==> src/shared/timer_pkg.sv <==
// Package: constants and types for the compare/PWM counter block
package timer_pkg;

  // ---------------------------------------------------------------
  // Clock select encodings
  // ---------------------------------------------------------------
  localparam logic [2:0] CS_STOP = 3'h0;
  localparam logic [2:0] CS_DIV1 = 3'h1;
  localparam logic [2:0] CS_DIV8 = 3'h2;
  localparam logic [2:0] CS_DIV64 = 3'h3;
  localparam logic [2:0] CS_DIV256 = 3'h4;
  localparam logic [2:0] CS_DIV1024 = 3'h5;
  localparam logic [2:0] CS_EXT_FALL = 3'h6;
  localparam logic [2:0] CS_EXT_RISE = 3'h7;

  // ---------------------------------------------------------------
  // PWM resolution encodings and tops
  // ---------------------------------------------------------------
  localparam logic [1:0] PWM_OFF = 2'h0;
  localparam logic [1:0] PWM_8BIT = 2'h1;
  localparam logic [1:0] PWM_9BIT = 2'h2;
  localparam logic [1:0] PWM_10BIT = 2'h3;
  localparam logic [15:0] TOP_8BIT = 16'h00ff;
  localparam logic [15:0] TOP_9BIT = 16'h01ff;
  localparam logic [15:0] TOP_10BIT = 16'h03ff;
  localparam logic [15:0] TOP_FREE = 16'hffff;

  // ---------------------------------------------------------------
  // Prescaler, reset values
  // ---------------------------------------------------------------
  localparam int PSC_WIDTH = 10;
  localparam logic [9:0] PSC_RESET = 10'h000;
  // Restart point after a clear so that a /8 period holds zero 6 cycles
  localparam logic [9:0] PSC_RELOAD = 10'h002;
  localparam logic [15:0] COUNT_RESET = 16'h0000;

  // ---------------------------------------------------------------
  // Types
  // ---------------------------------------------------------------
  typedef enum logic [1:0] {
    DIR_UP = 2'b01,
    DIR_DOWN = 2'b10
  } dir_e;

  typedef struct packed {
    logic [2:0] counter_clock_select;
    logic clear_on_match_bit;
    logic [1:0] pwm_mode;
  } counter_control_b_s;

endpackage

==> src/hdl/timer_compare_pwm.sv <==
// Sixteen-bit counter with clear-on-match and phase-correct PWM output
//
// Behaviour
// - Clear-on-match at /8 shows C one cycle, then zero six cycles.
// - Compare at top with undivided clock gives no PWM pulse at all.
// - Compare at top with divided clock: output goes active at top.
// - Down match then waits for the next top, giving one-period pulse.
`timescale 1ns/1ps

module timer_compare_pwm (
  input wire logic MCLK,
  input wire logic RST,
  input wire timer_pkg::counter_control_b_s COUNTER_CONTROL_B,
  input wire logic [15:0] COMPARE,
  input wire logic EXT_CLOCK,
  output logic [15:0] COUNT,
  output logic PWM_OUT,
  output logic MATCH,
  output logic OVERFLOW
);

  // ---------------------------------------------------------------
  // Decoding
  // ---------------------------------------------------------------
  function automatic logic prescale_tick(
    input logic [2:0] cs,
    input logic [9:0] psc,
    input logic fall,
    input logic rise
  );
    logic t;
    begin
      t = 1'b0;
      case (cs)
        timer_pkg::CS_DIV1: t = 1'b1;
        timer_pkg::CS_DIV8: t = (psc[2:0] == 3'h7);
        timer_pkg::CS_DIV64: t = (psc[5:0] == 6'h3f);
        timer_pkg::CS_DIV256: t = (psc[7:0] == 8'hff);
        timer_pkg::CS_DIV1024: t = (psc == 10'h3ff);
        timer_pkg::CS_EXT_FALL: t = fall;
        timer_pkg::CS_EXT_RISE: t = rise;
        default: t = 1'b0;
      endcase
      prescale_tick = t;
    end
  endfunction

  function automatic logic [15:0] top_of(input logic [1:0] mode);
    logic [15:0] t;
    begin
      case (mode)
        timer_pkg::PWM_8BIT: t = timer_pkg::TOP_8BIT;
        timer_pkg::PWM_9BIT: t = timer_pkg::TOP_9BIT;
        timer_pkg::PWM_10BIT: t = timer_pkg::TOP_10BIT;
        default: t = timer_pkg::TOP_FREE;
      endcase
      top_of = t;
    end
  endfunction

  // ---------------------------------------------------------------
  // State
  // ---------------------------------------------------------------
  logic [9:0] psc;
  logic ext_prev;
  logic [15:0] count;
  timer_pkg::dir_e dir;
  logic pwm;
  logic down_armed;
  logic hit_pending;
  logic match;
  logic overflow;

  logic [2:0] cs;
  logic pwm_on;
  logic ctc;
  logic [15:0] top;
  logic tick;
  logic divided;
  logic clear_now;
  logic going_up;
  logic [15:0] next_count;
  logic top_compare;

  assign cs = COUNTER_CONTROL_B.counter_clock_select;
  assign pwm_on = (COUNTER_CONTROL_B.pwm_mode != timer_pkg::PWM_OFF);
  assign ctc = COUNTER_CONTROL_B.clear_on_match_bit && !pwm_on;
  assign top = top_of(COUNTER_CONTROL_B.pwm_mode);
  // Stop code yields no tick, so count, direction and PWM hold; the prescaler still runs
  assign tick = prescale_tick(cs, psc, ext_prev && !EXT_CLOCK,
                              !ext_prev && EXT_CLOCK);
  assign divided = (cs != timer_pkg::CS_DIV1) && (cs != timer_pkg::CS_STOP);
  // Clear lands one CPU cycle after the count first shows C
  // A stop drops a pending clear, so a held value never moves
  assign clear_now = ctc && hit_pending && (cs != timer_pkg::CS_STOP);
  assign going_up = (dir == timer_pkg::DIR_UP) && (count < top);
  assign top_compare = pwm_on && (COMPARE == top);

  always_comb begin
    next_count = count;
    if (!pwm_on) begin
      next_count = count + 16'h0001;
    end else if (going_up) begin
      next_count = count + 16'h0001;
    end else if (count != 16'h0000) begin
      next_count = count - 16'h0001;
    end else begin
      next_count = count + 16'h0001;
    end
  end

  // ---------------------------------------------------------------
  // Prescaler
  // ---------------------------------------------------------------
  // Restarting the prescaler on a clear trims the zero run to div-2
  always_ff @(posedge MCLK or posedge RST) begin
    if (RST) begin
      psc <= timer_pkg::PSC_RESET;
    end else if (clear_now) begin
      psc <= timer_pkg::PSC_RELOAD;
    end else begin
      psc <= psc + 10'h001;
    end
  end

  always_ff @(posedge MCLK or posedge RST) begin
    if (RST) begin
      ext_prev <= 1'b0;
    end else begin
      ext_prev <= EXT_CLOCK;
    end
  end

  // ---------------------------------------------------------------
  // Counter
  // ---------------------------------------------------------------
  always_ff @(posedge MCLK or posedge RST) begin
    if (RST) begin
      count <= timer_pkg::COUNT_RESET;
    end else if (clear_now) begin
      count <= timer_pkg::COUNT_RESET;
    end else if (tick) begin
      count <= next_count;
    end
  end

  // Marks the single cycle in which the count first equals the compare
  always_ff @(posedge MCLK or posedge RST) begin
    if (RST) begin
      hit_pending <= 1'b0;
    end else begin
      hit_pending <= tick && !clear_now && !pwm_on &&
                     (next_count == COMPARE);
    end
  end

  // Direction follows the next value, so the turn happens at top and zero
  always_ff @(posedge MCLK or posedge RST) begin
    if (RST) begin
      dir <= timer_pkg::DIR_UP;
    end else if (!pwm_on) begin
      dir <= timer_pkg::DIR_UP;
    end else if (tick) begin
      if (next_count >= top) begin
        dir <= timer_pkg::DIR_DOWN;
      end else if (next_count == 16'h0000) begin
        dir <= timer_pkg::DIR_UP;
      end
    end
  end

  // ---------------------------------------------------------------
  // PWM output
  // ---------------------------------------------------------------
  // Up match drives active, down match drives inactive
  always_ff @(posedge MCLK or posedge RST) begin
    if (RST) begin
      pwm <= 1'b0;
      down_armed <= 1'b0;
    end else if (!pwm_on) begin
      pwm <= 1'b0;
      down_armed <= 1'b0;
    end else if (tick && top_compare && next_count == top) begin
      if (!divided) begin
        // Up and down match coincide and cancel
        pwm <= pwm;
        down_armed <= 1'b0;
      end else if (down_armed) begin
        // Delayed down match seen only at this next top
        pwm <= 1'b0;
        down_armed <= 1'b0;
      end else begin
        pwm <= 1'b1;
        down_armed <= 1'b1;
      end
    end else if (tick && !top_compare && next_count == COMPARE) begin
      pwm <= going_up;
    end
  end

  // ---------------------------------------------------------------
  // Event pulses
  // ---------------------------------------------------------------
  always_ff @(posedge MCLK or posedge RST) begin
    if (RST) begin
      match <= 1'b0;
    end else begin
      match <= tick && !clear_now && (next_count == COMPARE);
    end
  end

  // Wrap in free running mode, bottom turn in PWM mode
  always_ff @(posedge MCLK or posedge RST) begin
    if (RST) begin
      overflow <= 1'b0;
    end else begin
      overflow <= tick && !clear_now &&
                  (pwm_on ? (next_count == 16'h0000)
                          : (count == timer_pkg::TOP_FREE));
    end
  end

  assign COUNT = count;
  assign PWM_OUT = pwm;
  assign MATCH = match;
  assign OVERFLOW = overflow;

endmodule // timer_compare_pwm

==> config.mk <==
export PLATFORM = sky130hd
export DESIGN_NAME = timer_compare_pwm
export DESIGN_NICKNAME = d
export VERILOG_FILES = /design/src/shared/timer_pkg.sv /design/src/hdl/timer_compare_pwm.sv
export SDC_FILE = /design/constraint.sdc
export NUM_CORES = 1
export LEC_CHECK = 0
export BUFFER_PORTS_ARGS = -buffer_cell sky130_fd_sc_hd__buf_2
export CAP_MARGIN = 20
export CORE_MARGIN = 10
export CORE_UTILIZATION = 55
export CTS_CLUSTER_SIZE = 16
export DETAILED_ROUTE_END_ITERATION = 10
export HOLD_SLACK_MARGIN = 0.12
export PLACE_DENSITY_LB_ADDON = 0.05
export SLEW_MARGIN = 10
export SYNTH_ARGS = -nofsm -noshare
export SYNTH_HDL_FRONTEND = slang
export SYNTH_SLANG_ARGS = --single-unit
==> constraint.sdc <==
create_clock -name MCLK -period 5.9 [get_ports MCLK]
set_clock_uncertainty 0.2 [all_clocks]
set_input_delay 0 -clock MCLK [delete_from_list [all_inputs] [get_ports MCLK]]
set_output_delay 0 -clock MCLK [all_outputs]
set_load 0.01 [all_outputs]
==> impl_metrics.env <==
export IMPL_nFillCells=568
export IMPL_power_frac_comb_pct=61.5
export IMPL_syn_cell_area_um2=3610
export IMPL_rsz0062_at_grt="no"
export IMPL_dieArea_um2=10200
export IMPL_drt_pass1_iter_count=7
export IMPL_slew_violations=0
export IMPL_critPathMaxFanout=12
export IMPL_clockBufferDepth=2
export IMPL_setup_tns_ns=0
export IMPL_synth_ff_type="dfrtp_1"
export IMPL_clock_latency_ns=0.29
export IMPL_core_um2=6350
export IMPL_seqPwrFrac_pct=25.6
export IMPL_wl_per_cell_um=19.9
export IMPL_hold_class="input port to flip-flop"
export IMPL_cts_num_sinks=34
export IMPL_async_flop_share_pct=100
export IMPL_drc=0
export IMPL_n_antenna_cell=0
export IMPL_grt_overflow=0
export IMPL_globalplace_congestion=0.946
export IMPL_tightest_slew_ns=0.746
export IMPL_htreeDepth=2
export IMPL_netlist_instances=448
export IMPL_critical_path_required_ns=5.88
export IMPL_io_pins=44
export IMPL_hpwl_mm=8.34
export IMPL_min_period_over_period_pct=86.8
export IMPL_cts_resized_gates=0
export IMPL_avgSynthCellArea_um2=8.07
export IMPL_utilization_pct=63.1
export IMPL_p_sw_uw=850
export IMPL_fin_ws_ns=0.777
export IMPL_clkPwrFrac_pct=12.9
export IMPL_grt_pass1_wl_mm=18.0
export IMPL_cts_buffers=5
export IMPL_final_cell_mix="buf_2, nand2_1, nor2_1"
export IMPL_via_per_inst=6.51
export IMPL_die_w_um=101
export IMPL_maxCapViolations=0
export IMPL_track_usage_pct=21.4
export IMPL_relSlewSlack_pct=49.8
export IMPL_p_int_uw=819
export IMPL_seq_area_frac_synth_pct=23.6
export IMPL_synth_edf_count=0
export IMPL_worstPathArrival_ns=5.10
export IMPL_grt_max_degree=35
export IMPL_die_h_um=101
export IMPL_clk_pin_slew_ns=0.07
export IMPL_vias=3625
export IMPL_start_util_pct=56.9
export IMPL_syn_nets=494
export IMPL_vdd_drop_max_v=0.000229
export IMPL_p_per_area_nw_per_um2=417
export IMPL_port_buffer_count=43
export IMPL_switching_share_pct=50.9
export IMPL_finalHoldViolCount=0
export IMPL_status="complete, no violations"
export IMPL_min_period_ns=5.12
export IMPL_cts_tree="built"
export IMPL_grt_pass1_vias=3512
export IMPL_drtIter0Drc=264
export IMPL_max_freq_mhz=195
export IMPL_drive_above_1_share_pct=15.2
export IMPL_area_growth_pct=10.8
export IMPL_startpoint_type="flip-flop"
export IMPL_pre_cts_slack_ns=0.669
export IMPL_ys_warn_count=0
export IMPL_final_common_cell="buf_2"
export IMPL_path_class="flip-flop to flip-flop"
export IMPL_wl_mm=11.1
export IMPL_critPathCaptureType="flip-flop"
export IMPL_antenna_found_initial=0
export IMPL_num_rows=29
export IMPL_ys_ff_latch=34
export IMPL_ant_nets=0
export IMPL_cts_root_buf="clkbuf_8"
export IMPL_finalSetupViolCount=0
export IMPL_leakage_uw=0.00183
export IMPL_final_nets=525
export IMPL_yosysUniqueCellTypes=69
-- layout make-up --
cell class              instances  area [µm²]  share of cell area [%]
multi-input cells             370        2590                    64.6
flip-flops and latches         34         852                    21.3
repair buffers                 52         302                    7.53
well taps                      77        96.3                    2.41
clock buffers                   7        76.3                    1.91
inverters                      16        60.1                    1.50
clock inverters                 1        30.0                   0.750
-- per-stage QoR --
step	hold WS, ns	power [µW]	cells	area, µm²
floorplan	-0.169	1160	448	3610
global placement	-0.0818	1410	542	3830
detailed placement	-0.0690	1430	542	3830
CTS	0.126	1650	556	3990
global route	0.170	1800	557	4010
finish	0.131	1670	557	4010
-- sequential cells by signal, summed over array words and instances, names as in the netlist --
| signal | cells |
|---|---|
| OVERFLOW | 1 |
| MATCH | 1 |
| down_armed | 1 |
| dir | 2 |
| hit_pending | 1 |
| psc | 10 |
| ext_prev | 1 |
| PWM_OUT | 1 |
| COUNT | 16 |
-- Yosys cell counts (7+ instances only) --
library cell / number / area (µm²)
ha_1: 21 / 263
mux2i_1: 7 / 70.1
nor3_1: 14 / 70.1
nor2_1: 38 / 143
and3_1: 11 / 68.8
nand3_1: 19 / 95.1
xor2_1: 22 / 193
a21oi_1: 14 / 70.1
o21ai_0: 23 / 115
a21o_1: 7 / 52.6
nand4_1: 14 / 87.6
dfrtp_1: 33 / 826
xnor2_1: 29 / 254
clkbuf_1: 21 / 78.8
nand2_1: 40 / 150
inv_1: 16 / 60.1
-- final timing paths --
path                                 startpoint         to  slack, ns  depth (start not counted)
max                                    COUNT[0]    PWM_OUT       0.78                         16
min                        COUNTER_CONTROL_B[2]  COUNT[14]       0.13                          5
max reg2reg                            COUNT[0]    PWM_OUT       0.78                         16
min reg2reg                              dir[0]     dir[0]       0.27                          2
max in group asynchronous                   RST     dir[0]       5.01                          4
min in group asynchronous                   RST    PWM_OUT       0.15                          4
-- layer usage --
layer  GRT usage [%]  vias up  wire [µm]
li1                -     1707          -
met1            28.5     1743       4800
met2            34.5      146       5260
met3            3.36       29        745
met4            6.75        0        250
met5               0        -          0
-- power groups by stage --
stage	Clock, µW	Sequential (µW)	Combinational [µW]
finish	215	427	1030
global route	228	437	1130
CTS	217	422	1010
detailed placement	0	428	1000
global placement	0	426	987
floorplan	0	336	822
-- cells by family after synthesis --
logic type	Yosys count	synth area share [%]
muxes	9	2.56
and+or+nand+nor	189	29.2
AOI/OAI and AO/OA	100	20.2
DFF	34	23.6
buffers and inverters	44	4.78
xor gates and xnor gates	51	12.4
adders and majority gates	21	7.27
-- worst max-delay path: stages, from the launching register on --
cell	delay, ns
dfrtp_1	0.56
inv_1	0.16
ha_1	0.40
nor4b_4	0.49
nand3_1	0.27
nor4_1	0.37
mux2i_1	0.30
xnor2_1	0.22
ha_1	0.34
nand4_1	0.10
nor3b_1	0.23
nand4_1	0.13
a2111oi_0	0.43
nand4_1	0.29
nor2_1	0.21
a21oi_1	0.06
o211a_1	0.24
-- what timing repair did --
item                                    CTS  global route
setup buffers                             0             0
hold endpoints to repair                 40             0
endpoints found under the setup margin    0             0
hold buffers                              6             0
(Power assumes the default switching activity.)
